<file path="src/mcsa_pkg.sv">
// Shared constants for the multichip code sync engine and its controller
// Notes on behaviour
// - Master drives coded sync stream onto sync out
// - Receiver emits one pulse per recognised code
// - Sync aligns clock state and phase accumulator
// - Controller sets reg1 bits 13,12, clears 11
// - Controller sets reg3 bits 26,10; 25 master
// - Lock status reads at reg9 bit 10
// - Lock-lost bit 11 zero while lock kept
// - Clear lock-lost by writing one then zero
// - Outbound delay trim, five bits, 80 ps steps
// - Outbound polarity bit adds half-period delay
// - Inbound delay trim, five bits, 80 ps steps
// - Match level sets required code closeness
// - Controller leaves match level at sixteen
// - Isolated bad bits do not break lock
// - Alert is open-drain, active low on errors
// - Either error flag drives alert by default
// - Each error flag individually maskable
// - Error flags latch until software overwrites
// - Each pulse loads clock state preset
// - Clock state machine has 32 states
// - Receivers load phase accumulator from stream
package mcsa_pkg;
    // Device register indices
    localparam logic [7:0] MCSA_REG_MODE   = 8'h01;
    localparam logic [7:0] MCSA_REG_SYNC   = 8'h03;
    localparam logic [7:0] MCSA_REG_STATUS = 8'h09;
    // Mode register fields
    localparam int MCSA_B_CODE_ON  = 13;
    localparam int MCSA_B_MODE_SEL = 12;
    localparam int MCSA_B_PULSE_ON = 11;
    // Sync register fields
    localparam int MCSA_F_THR_LSB  = 27;
    localparam int MCSA_B_IN_EN    = 26;
    localparam int MCSA_B_OUT_EN   = 25;
    localparam int MCSA_F_IDLY_LSB = 19;
    localparam int MCSA_F_ODLY_LSB = 11;
    localparam int MCSA_B_SET_HIGH = 10;
    localparam int MCSA_B_OUT_POL  = 9;
    localparam int MCSA_F_CST_LSB  = 4;
    localparam logic [4:0] MCSA_THR_DEFAULT = 5'h10;
    localparam logic [31:0] MCSA_SYNC_RESET = 32'h8000_0000;
    // Status register fields
    localparam int MCSA_B_SYNC_IRQ_EN = 0;
    localparam int MCSA_B_DATA_IRQ_EN = 1;
    localparam int MCSA_B_SYNC_TYPE   = 4;
    localparam int MCSA_B_SYNC_ERR    = 6;
    localparam int MCSA_B_DATA_ERR    = 7;
    localparam int MCSA_B_LOCK        = 10;
    localparam int MCSA_B_LOCK_LOST   = 11;
    localparam int MCSA_B_CLR_LOST    = 12;
    // Stream framing: 32 code chips then 32 phase bits
    localparam int MCSA_CODE_LEN  = 32;
    localparam int MCSA_FRAME_LEN = 64;
    localparam logic [31:0] MCSA_CODE = 32'h3d4e_9a61;
    localparam logic [5:0] MCSA_THR_BIAS = 6'h08;
    // Controller APB map
    localparam logic [7:0] MCSA_APB_CTRL   = 8'h00;
    localparam logic [7:0] MCSA_APB_STAT   = 8'h04;
    localparam logic [7:0] MCSA_APB_RDBACK = 8'h08;
    localparam int MCSA_C_START  = 0;
    localparam int MCSA_C_MASTER = 1;
    localparam int MCSA_C_CLEAR  = 2;
    localparam int MCSA_C_POLL   = 3;
    localparam int MCSA_C_CST_LSB = 4;
    typedef enum logic [2:0] {
        MCSA_IDLE, MCSA_W_MODE, MCSA_W_SYNC, MCSA_W_CLR1, MCSA_W_CLR0, MCSA_RD, MCSA_CAP
    } mcsa_ctl_e;
endpackage

</file>
<file path="src/mcsa_if.sv">
// Link between converter sync engine and its controller
interface mcsa_if;
    // Register port into the converter
    logic        reg_wr;
    logic        reg_rd;
    logic [7:0]  reg_addr;
    logic [31:0] reg_wdata;
    logic [31:0] reg_rdata;
    // Differential sync output and shared sync input line
    logic        sync_p;
    logic        sync_n;
    logic        sync_in;
    // Open-drain alert: driver value, enable, resolved line
    logic        alert_o;
    logic        alert_oe;
    logic        alert_line;

    modport dev (
        input  reg_wr, reg_rd, reg_addr, reg_wdata, sync_in, alert_line,
        output reg_rdata, sync_p, sync_n, alert_o, alert_oe
    );
    modport ctl (
        input  reg_rdata, alert_line,
        output reg_wr, reg_rd, reg_addr, reg_wdata
    );
endinterface

</file>
<file path="src/mcsa_dev.sv">
// Converter-side code sync engine with lock flags and error alert
//
// Register access over a simple read/write strobe port and the register addresses were chosen for this implementation.
module mcsa_dev
    import mcsa_pkg::*;
(
    // Clock and reset
    input  wire logic        clock_in,
    input  wire logic        nrst_in,
    // Link to controller and other converters
    mcsa_if.dev              link,
    // Core side
    input  wire logic [31:0] nco_ftw_in,
    input  wire logic        data_err_in,
    input  wire logic        sync_err_in,
    input  wire logic        sync_err_type_in,
    output logic             init_pulse_out,
    output logic [4:0]       clk_state_out,
    output logic [31:0]      nco_phase_out,
    // Analog delay cell controls
    output logic [4:0]       sync_out_dly_out,
    output logic             sync_out_half_out,
    output logic [4:0]       sync_in_dly_out
);
    logic [31:0] mode_reg;
    logic [31:0] sync_reg;
    logic        sync_irq_en;
    logic        data_irq_en;
    logic        sync_err_flag;
    logic        data_err_flag;
    logic        sync_err_type;
    logic        locked;
    logic        lock_lost;
    logic        clr_armed;
    logic [31:0] rx_win;
    logic [5:0]  rx_pos;
    logic        cap_on;
    logic [31:0] ph_sr;
    logic [5:0]  tx_pos;
    logic [31:0] tx_snap;
    logic        tx_bit;
    logic        code_on;
    logic        det;
    logic        det_ok;
    logic        expect_now;
    logic [5:0]  need;
    logic        wr_mode;
    logic        wr_sync;
    logic        wr_stat;

    // Count agreeing chips between window and expected code
    function automatic logic [5:0] match_count(input logic [31:0] win);
        logic [5:0] n;
        n = 6'h00;
        for (int i = 0; i < MCSA_CODE_LEN; i++) begin
            n = n + {5'h00, ~(win[i] ^ MCSA_CODE[i])};
        end
        return n;
    endfunction

    // Write strobes
    assign wr_mode = link.reg_wr && (link.reg_addr == MCSA_REG_MODE);
    assign wr_sync = link.reg_wr && (link.reg_addr == MCSA_REG_SYNC);
    assign wr_stat = link.reg_wr && (link.reg_addr == MCSA_REG_STATUS);

    // Code mode needs both mode enables, the sync input enable and pulse mode off
    assign code_on = mode_reg[MCSA_B_CODE_ON] && mode_reg[MCSA_B_MODE_SEL]
                     && !mode_reg[MCSA_B_PULSE_ON] && sync_reg[MCSA_B_IN_EN];

    // Bias keeps default level tolerant of several bad chips
    assign need = {1'b0, sync_reg[MCSA_F_THR_LSB +: 5]} + MCSA_THR_BIAS;
    assign det  = code_on && (match_count(rx_win) >= need);
    // Once locked only the expected frame slot counts, so phase bits cannot fake a code
    assign expect_now = (rx_pos == 6'(MCSA_FRAME_LEN - 1));
    assign det_ok     = det && (!locked || expect_now);

    // Mode and sync configuration registers
    always_ff @(posedge clock_in) begin
        if (!nrst_in) begin
            mode_reg <= 32'h0000_0000;
            sync_reg <= MCSA_SYNC_RESET;
        end else begin
            if (wr_mode) begin
                mode_reg <= link.reg_wdata;
            end
            if (wr_sync) begin
                sync_reg <= link.reg_wdata;
            end
        end
    end

    // Delay cell controls; sub-cycle shifts happen in the pad cells
    always_ff @(posedge clock_in) begin
        if (!nrst_in) begin
            sync_out_dly_out  <= 5'h00;
            sync_out_half_out <= 1'b0;
            sync_in_dly_out   <= 5'h00;
        end else begin
            sync_out_dly_out  <= sync_reg[MCSA_F_ODLY_LSB +: 5];
            sync_out_half_out <= sync_reg[MCSA_B_OUT_POL];
            sync_in_dly_out   <= sync_reg[MCSA_F_IDLY_LSB +: 5];
        end
    end

    // Receive window, newest chip at bit 0
    always_ff @(posedge clock_in) begin
        if (!nrst_in) begin
            rx_win <= 32'h0000_0000;
        end else begin
            rx_win <= {rx_win[30:0], link.sync_in};
        end
    end

    // Frame position after a recognised code, and phase capture
    always_ff @(posedge clock_in) begin
        if (!nrst_in) begin
            rx_pos <= 6'h00;
            cap_on <= 1'b0;
            ph_sr  <= 32'h0000_0000;
        end else if (det_ok) begin
            rx_pos <= 6'h00;
            cap_on <= 1'b1;
        end else begin
            rx_pos <= rx_pos + 6'h01;
            if (cap_on) begin
                ph_sr <= {ph_sr[30:0], link.sync_in};
                if (rx_pos == 6'(MCSA_CODE_LEN - 1)) begin
                    cap_on <= 1'b0;
                end
            end
        end
    end

    // Lock tracking; a missed slot drops lock
    always_ff @(posedge clock_in) begin
        if (!nrst_in) begin
            locked <= 1'b0;
        end else if (!code_on) begin
            locked <= 1'b0;
        end else if (det_ok) begin
            locked <= 1'b1;
        end else if (locked && expect_now) begin
            locked <= 1'b0;
        end
    end

    // Lock-lost flag, cleared by a one then zero on the clear bit
    always_ff @(posedge clock_in) begin
        if (!nrst_in) begin
            lock_lost <= 1'b0;
            clr_armed <= 1'b0;
        end else begin
            if (wr_stat) begin
                clr_armed <= link.reg_wdata[MCSA_B_CLR_LOST];
            end
            // Set wins over a clear landing in the same cycle
            if (locked && !(det_ok || !(expect_now || !code_on))) begin
                lock_lost <= 1'b1;
            end else if (wr_stat && clr_armed && !link.reg_wdata[MCSA_B_CLR_LOST]) begin
                lock_lost <= 1'b0;
            end
        end
    end

    // Clock generation state: 32 states, preset loaded on each pulse
    always_ff @(posedge clock_in) begin
        if (!nrst_in) begin
            clk_state_out <= 5'h00;
        end else if (det_ok) begin
            clk_state_out <= {1'b0, sync_reg[MCSA_F_CST_LSB +: 4]};
        end else begin
            clk_state_out <= clk_state_out + 5'h01;
        end
    end

    // Phase accumulator; every receiver loads the same word on the same edge
    always_ff @(posedge clock_in) begin
        if (!nrst_in) begin
            nco_phase_out <= 32'h0000_0000;
        end else if (cap_on && !det_ok && rx_pos == 6'(MCSA_CODE_LEN - 1)) begin
            nco_phase_out <= {ph_sr[30:0], link.sync_in};
        end else begin
            nco_phase_out <= nco_phase_out + nco_ftw_in;
        end
    end

    // One-cycle initialization pulse
    always_ff @(posedge clock_in) begin
        if (!nrst_in) begin
            init_pulse_out <= 1'b0;
        end else begin
            init_pulse_out <= det_ok;
        end
    end

    // Master transmitter: code chips then snapshot of phase, MSB first
    always_ff @(posedge clock_in) begin
        if (!nrst_in) begin
            tx_pos  <= 6'h00;
            tx_snap <= 32'h0000_0000;
            tx_bit  <= 1'b0;
        end else begin
            tx_pos <= tx_pos + 6'h01;
            if (tx_pos == 6'(MCSA_CODE_LEN - 1)) begin
                tx_snap <= nco_phase_out;
            end
            if (!sync_reg[MCSA_B_OUT_EN] || !code_on) begin
                tx_bit <= 1'b0;
            end else if (tx_pos < 6'(MCSA_CODE_LEN)) begin
                tx_bit <= MCSA_CODE[5'(MCSA_CODE_LEN - 1) - tx_pos[4:0]];
            end else begin
                tx_bit <= tx_snap[5'(MCSA_CODE_LEN - 1) - tx_pos[4:0]];
            end
        end
    end

    assign link.sync_p = tx_bit;
    assign link.sync_n = ~tx_bit;

    // Latched error flags and their enables; write one clears, set wins
    always_ff @(posedge clock_in) begin
        if (!nrst_in) begin
            sync_irq_en   <= 1'b1;
            data_irq_en   <= 1'b1;
            sync_err_flag <= 1'b0;
            data_err_flag <= 1'b0;
            sync_err_type <= 1'b0;
        end else begin
            if (wr_stat) begin
                sync_irq_en <= link.reg_wdata[MCSA_B_SYNC_IRQ_EN];
                data_irq_en <= link.reg_wdata[MCSA_B_DATA_IRQ_EN];
            end
            if (sync_err_in) begin
                sync_err_flag <= 1'b1;
                sync_err_type <= sync_err_type_in;
            end else if (wr_stat && link.reg_wdata[MCSA_B_SYNC_ERR]) begin
                sync_err_flag <= 1'b0;
            end
            if (data_err_in) begin
                data_err_flag <= 1'b1;
            end else if (wr_stat && link.reg_wdata[MCSA_B_DATA_ERR]) begin
                data_err_flag <= 1'b0;
            end
        end
    end

    // Alert pulls low only; external pull-up gives the high level
    assign link.alert_o  = 1'b0;
    assign link.alert_oe = (sync_err_flag && sync_irq_en)
                           || (data_err_flag && data_irq_en);

    // Read data, one cycle after the read strobe
    always_ff @(posedge clock_in) begin
        if (!nrst_in) begin
            link.reg_rdata <= 32'h0000_0000;
        end else if (link.reg_rd) begin
            case (link.reg_addr)
                MCSA_REG_MODE: begin
                    link.reg_rdata <= mode_reg;
                end
                MCSA_REG_SYNC: begin
                    link.reg_rdata <= sync_reg;
                end
                MCSA_REG_STATUS: begin
                    link.reg_rdata <= 32'h0000_0000;
                    link.reg_rdata[MCSA_B_SYNC_IRQ_EN] <= sync_irq_en;
                    link.reg_rdata[MCSA_B_DATA_IRQ_EN] <= data_irq_en;
                    link.reg_rdata[MCSA_B_SYNC_TYPE]   <= sync_err_type;
                    link.reg_rdata[MCSA_B_SYNC_ERR]    <= sync_err_flag;
                    link.reg_rdata[MCSA_B_DATA_ERR]    <= data_err_flag;
                    link.reg_rdata[MCSA_B_LOCK]        <= locked;
                    link.reg_rdata[MCSA_B_LOCK_LOST]   <= lock_lost;
                    link.reg_rdata[MCSA_B_CLR_LOST]    <= clr_armed;
                end
                default: begin
                    link.reg_rdata <= 32'h0000_0000;
                end
            endcase
        end
    end
endmodule

</file>
<file path="src/flat_wrapper.sv">
// flat-port wrapper written by rule: the top's interface ports become plain ports
module mcsa_dev_flat import mcsa_pkg::*;
  (clock_in, nrst_in, nco_ftw_in, data_err_in, sync_err_in, sync_err_type_in, init_pulse_out, clk_state_out, nco_phase_out, sync_out_dly_out, sync_out_half_out, sync_in_dly_out, link_reg_wr, link_reg_rd, link_reg_addr, link_reg_wdata, link_sync_in, link_alert_line, link_reg_rdata, link_sync_p, link_sync_n, link_alert_o, link_alert_oe);
  mcsa_if link_i ();
  input  wire logic clock_in;
  input  wire logic nrst_in;
  input  wire logic [31:0] nco_ftw_in;
  input  wire logic data_err_in;
  input  wire logic sync_err_in;
  input  wire logic sync_err_type_in;
  output logic init_pulse_out;
  output logic [4:0] clk_state_out;
  output logic [31:0] nco_phase_out;
  output logic [4:0] sync_out_dly_out;
  output logic sync_out_half_out;
  output logic [4:0] sync_in_dly_out;
  input wire logic [$bits(link_i.reg_wr)-1:0] link_reg_wr;
  input wire logic [$bits(link_i.reg_rd)-1:0] link_reg_rd;
  input wire logic [$bits(link_i.reg_addr)-1:0] link_reg_addr;
  input wire logic [$bits(link_i.reg_wdata)-1:0] link_reg_wdata;
  input wire logic [$bits(link_i.sync_in)-1:0] link_sync_in;
  input wire logic [$bits(link_i.alert_line)-1:0] link_alert_line;
  output wire logic [$bits(link_i.reg_rdata)-1:0] link_reg_rdata;
  output wire logic [$bits(link_i.sync_p)-1:0] link_sync_p;
  output wire logic [$bits(link_i.sync_n)-1:0] link_sync_n;
  output wire logic [$bits(link_i.alert_o)-1:0] link_alert_o;
  output wire logic [$bits(link_i.alert_oe)-1:0] link_alert_oe;
  assign link_i.reg_wr = link_reg_wr;
  assign link_i.reg_rd = link_reg_rd;
  assign link_i.reg_addr = link_reg_addr;
  assign link_i.reg_wdata = link_reg_wdata;
  assign link_i.sync_in = link_sync_in;
  assign link_i.alert_line = link_alert_line;
  assign link_reg_rdata = link_i.reg_rdata;
  assign link_sync_p = link_i.sync_p;
  assign link_sync_n = link_i.sync_n;
  assign link_alert_o = link_i.alert_o;
  assign link_alert_oe = link_i.alert_oe;
  mcsa_dev u_core (.clock_in(clock_in), .nrst_in(nrst_in), .link(link_i), .nco_ftw_in(nco_ftw_in), .data_err_in(data_err_in), .sync_err_in(sync_err_in), .sync_err_type_in(sync_err_type_in), .init_pulse_out(init_pulse_out), .clk_state_out(clk_state_out), .nco_phase_out(nco_phase_out), .sync_out_dly_out(sync_out_dly_out), .sync_out_half_out(sync_out_half_out), .sync_in_dly_out(sync_in_dly_out));
endmodule
</file>
<file path="config.mk">
export PLATFORM = sky130hd
export DESIGN_NAME = mcsa_dev_flat
export DESIGN_NICKNAME = d
export VERILOG_FILES = /design/src/mcsa_pkg.sv /design/src/mcsa_if.sv /design/src/mcsa_dev.sv /design/src/flat_wrapper.sv
export SDC_FILE = /design/constraint.sdc
export NUM_CORES = 1
export LEC_CHECK = 0
export BUFFER_PORTS_ARGS = -buffer_cell sky130_fd_sc_hd__buf_2
export CAP_MARGIN = 20
export CORE_MARGIN = 10
export CORE_UTILIZATION = 52
export CTS_CLUSTER_SIZE = 12
export DETAILED_ROUTE_END_ITERATION = 10
export PLACE_DENSITY = 0.76
export RECOVER_POWER = 50
export SLEW_MARGIN = 40
export SYNTH_ARGS = -nofsm -noshare
export SYNTH_HDL_FRONTEND = slang
export SYNTH_SLANG_ARGS = --single-unit
</file>
<file path="constraint.sdc">
create_clock -name clock_in -period 5.9 [get_ports clock_in]
set_input_delay 0.295 -clock clock_in [delete_from_list [all_inputs] [get_ports clock_in]]
set_output_delay 0.295 -clock clock_in [all_outputs]
set_load 0.01 [all_outputs]
</file>
==> impl_results.md <==
* Status: complete, but fails checks
* Failing checks: negative setup slack
* Critical Path Start Type: flip-flop
* CTS tree: done
* # diodes at 0
* Max frequency at around 0.16 GHz
* Worst-path clk slew at 60 ps
* Crit. path cell count at 25
* FF-to-FF Start: u_core.rx_win[0]
* Synth Flop Type: dfxtp_1
* Relative slew slack at between 40% and 50%
* Vias in the first global route at 10900
* DRT iter0 DRCs at about 960
* Reg2reg setup slack at -290 ps
* Routed length per instance at 17.0 µm
* Post-Syn Area per Cell at 8.44 µm²
* Drt total wl at 34200 µm
* Post-route cell area at between 15000 and 20000 µm²
* TritonCTS Buffers at 28
* Critical Path AT at ~6600 ps
* Post-route clock period utilization at 105%
* Count of pins over their slew limit at 0
* CP max-delay cell: fa_1
* Clock Sinks at 262
* Final std cells w/o fill at ~2000
* DRC viols at 0
* DP HPWL at between 20000 and 25000 µm
* Buf/Inv on CP at 7
* Worst-margin pin slew at approximately 830 ps
* Die H at 175 µm
* Grt ovf at 0
* Reg2reg path depth at 25
* Clk_skew at between 20 and 25 ps
* 1st-pass router iterations at 7
* Area after DPL at 13800 µm²
* Critical Path Max Stage Delay at 510 ps
* Synthesis-to-finish area growth at 22.8%
* Hold Crit Depth at 3
* Delay-heaviest family, CP: adder cells
* # rows at between 50 and 60
* Buffers from clock root to sink, at most at 3
* Worst slack at placement at -345 ps
* Cells after DPL at 1925
* Number of enable flip-flop cells after synthesis at 0
* Final worst slack at -293 ps
* Fraction of layout cells with a size suffix above 1 at roughly a fifth
* RR Endpoint: u_core.nco_phase_out[2]
* Hold crit path type: in2reg
* Gpl congestion at about 0.89
* Starting Density at between 50% and 60%
* Class of the most critical setup path: reg2reg
* Fill cells at 1935
* Avg Vias per Cell at between 5 and 6
* Endpoints failing setup at 70
* Syn nets at between 1500 and 2000
* Final hold viol count at 0
* Layout Nets at 1839
* Worst skew pair latency at between 500 and 600 ps
* Post-Syn Instances at 1489
* Critical-path maximum fanout at 8
* Lkg Pwr at slightly above 6 nW
* CP dominant cell by count: fa_1
* Critical Path End: u_core.nco_phase_out[2]
* GR Util All Layers at a little over a fifth
* Ys async rst share at 0%
* Worst setup path startpoint: u_core.rx_win[0]
* Worst EP required at 6280 ps
* Synth Register Bits at ~260
* Final ANT Viol Nets at 0
* CORE AREA at roughly 24000 µm²
* Routed via count at 11300
* Min cycle time layout at just over 6000 ps
* Sequential fraction of the synthesis area at 41.7%
* Max-Cap Viols at 0
* Largest net degree at the start of global routing at around 110
* DIE AREA at 30800 µm²
* Syn. warnings at 0
* First-pass GRT wire length at about 55000 µm
* Worst setup EP type: flip-flop
* CTS H-tree depth at 1
* Initial antenna violation count at 0
* Die X at roughly 180 µm
* VDD IR-drop max at 259 µV
* PwrDens at 351 nW/µm²
* IO Pins at 166
* Yosys cell types at 74
* Netlist Area Pre-Place at roughly 13000 µm²
* Unrepaired setup endpoints after global routing: yes
* CTS root buf: clkbuf_16
* Port-buffer cells at ~160
* Final Util at 65.4%
layout by cell type, fill, tap and decap left out, drive strengths merged, types with 38 or more instances in the layout:
cell and count:
dfxtp 262, o21ai 38, a21oi 202, buf 219
ha 50, inv 77, nand2 264, mux2i 46
clkbuf 38, nor2 166
per-stage QoR:
stage / power, mW / hold slack [ps] / setup TNS (ps)
after floorplan: 3.12 / 412 / -298
after global placement: 3.59 / 429 / -12320
after detailed placement: 3.61 / 438 / -17520
after CTS: 5.33 / 1.08 / -12990
after global routing: 5.68 / 11.8 / -31810
final: 5.41 / 15.7 / -12740
final cells by class:
class / instances / area, µm² / share of cell area, %
Multi-Input combinational cell: 1064 / 6860 / 44.5
Inverter: 77 / 294 / 1.91
Sequential cell: 262 / 5250 / 34.0
Timing Repair Buffer: 250 / 1750 / 11.4
Clock buffer: 37 / 774 / 5.02
Tap cell: 319 / 399 / 2.59
Clock inverter: 7 / 103 / 0.665
where the power goes:
group / switching (mW) / internal (mW) / total [mW]
clock network: 0.689 / 0.999 / 1.69
logic: 0.967 / 0.744 / 1.71
registers: 0.133 / 1.88 / 2.01
worst reg2reg max path, stage by stage (launching register included):
cell	delay, ps
dfxtp_2	330
ha_4	230
fa_1	470
inv_1	50
fa_1	450
fa_1	490
inv_1	50
fa_1	460
fa_1	510
fa_1	430
fa_2	370
inv_2	70
fa_2	210
inv_1	40
a21o_1	150
a21oi_2	120
xnor2_1	80
ha_1	320
nand2_2	70
o21a_1	210
o31a_4	350
buf_12	170
buf_4	140
clkbuf_16	160
nand2_1	70
a21oi_1	50
repair_timing:
| item | in CTS | in global routing |
|---|---|---|
| gates resized for setup | 23 | 41 |
| buffers inserted | 12 | 5 |
| cloned | 5 | 1 |
| endpoints found under the hold margin | 44 | 0 |
| pin swaps | 15 | 16 |
| hold buffers | 29 | 0 |
| endpoints found under the setup margin | 76 | 78 |
routing by layer:
| layer | global-route usage (%) | up-vias | wire, µm |
|---|---|---|---|
| met5 | 0 | - | 0 |
| li1 | - | 5429 | - |
| met2 | 34.8 | 412 | 16400 |
| met3 | 2.96 | 63 | 2190 |
| met4 | 6.68 | 0 | 799 |
| met1 | 27.7 | 5366 | 14900 |
cell families (layout without fill, tap and decap cells):
| group | count (synthesis) | after routing | share of synthesized area [%] |
|---|---|---|---|
| AO/OA/AOI/OAI | 340 | 340 | 16.6 |
| other | 1 | 1 | 0.0298 |
| AND/OR/NAND/NOR | 561 | 561 | 19.7 |
| XOR/XNOR | 30 | 30 | 2.09 |
| multiplexers | 57 | 57 | 5.55 |
| adder cells (fa/ha/maj) | 75 | 75 | 8.96 |
| buffers and inverters | 163 | 371 | 5.37 |
| flip-flops | 262 | 262 | 41.7 |
synth_stat cells, types with 9 or more instances:
| cell type | count | area share (%) |
|---|---|---|
| a21o_1 | 14 | 0.84 |
| dfxtp_1 | 262 | 42 |
| ha_1 | 50 | 5.0 |
| xor2_1 | 15 | 1.0 |
| a22oi_1 | 25 | 1.5 |
| inv_1 | 75 | 2.2 |
| and2_1 | 25 | 1.2 |
| nor3_1 | 9 | 0.36 |
| clkbuf_1 | 58 | 1.7 |
| a21oi_1 | 199 | 7.9 |
| nor2_1 | 165 | 4.9 |
| o21ai_0 | 31 | 1.2 |
| nand2_1 | 264 | 7.9 |
| nand4_1 | 9 | 0.45 |
| o211ai_1 | 10 | 0.60 |
| nand3_1 | 33 | 1.3 |
| fa_1 | 25 | 4.0 |
| mux4_2 | 10 | 1.8 |
| buf_2 | 16 | 0.64 |
| xnor2_1 | 15 | 1.0 |
| nand2b_1 | 11 | 0.55 |
| mux2i_1 | 46 | 3.7 |
how the worst min path moves through the flow:
stage | from | endpoint | slack, ps
CTS | link_reg_wdata[11] | u_core.mode_reg[11] | 1
global route | link_reg_wdata[10] | u_core.sync_reg[10] | 10
floorplan | data_err_in | u_core.data_err_flag | 410
detailed placement | u_core.rx_pos[0] | u_core.rx_pos[0] | 440
finish | link_reg_wdata[11] | u_core.mode_reg[11] | 20
global placement | u_core.rx_pos[0] | u_core.rx_pos[0] | 430
Power figures use the tool's default switching activity.
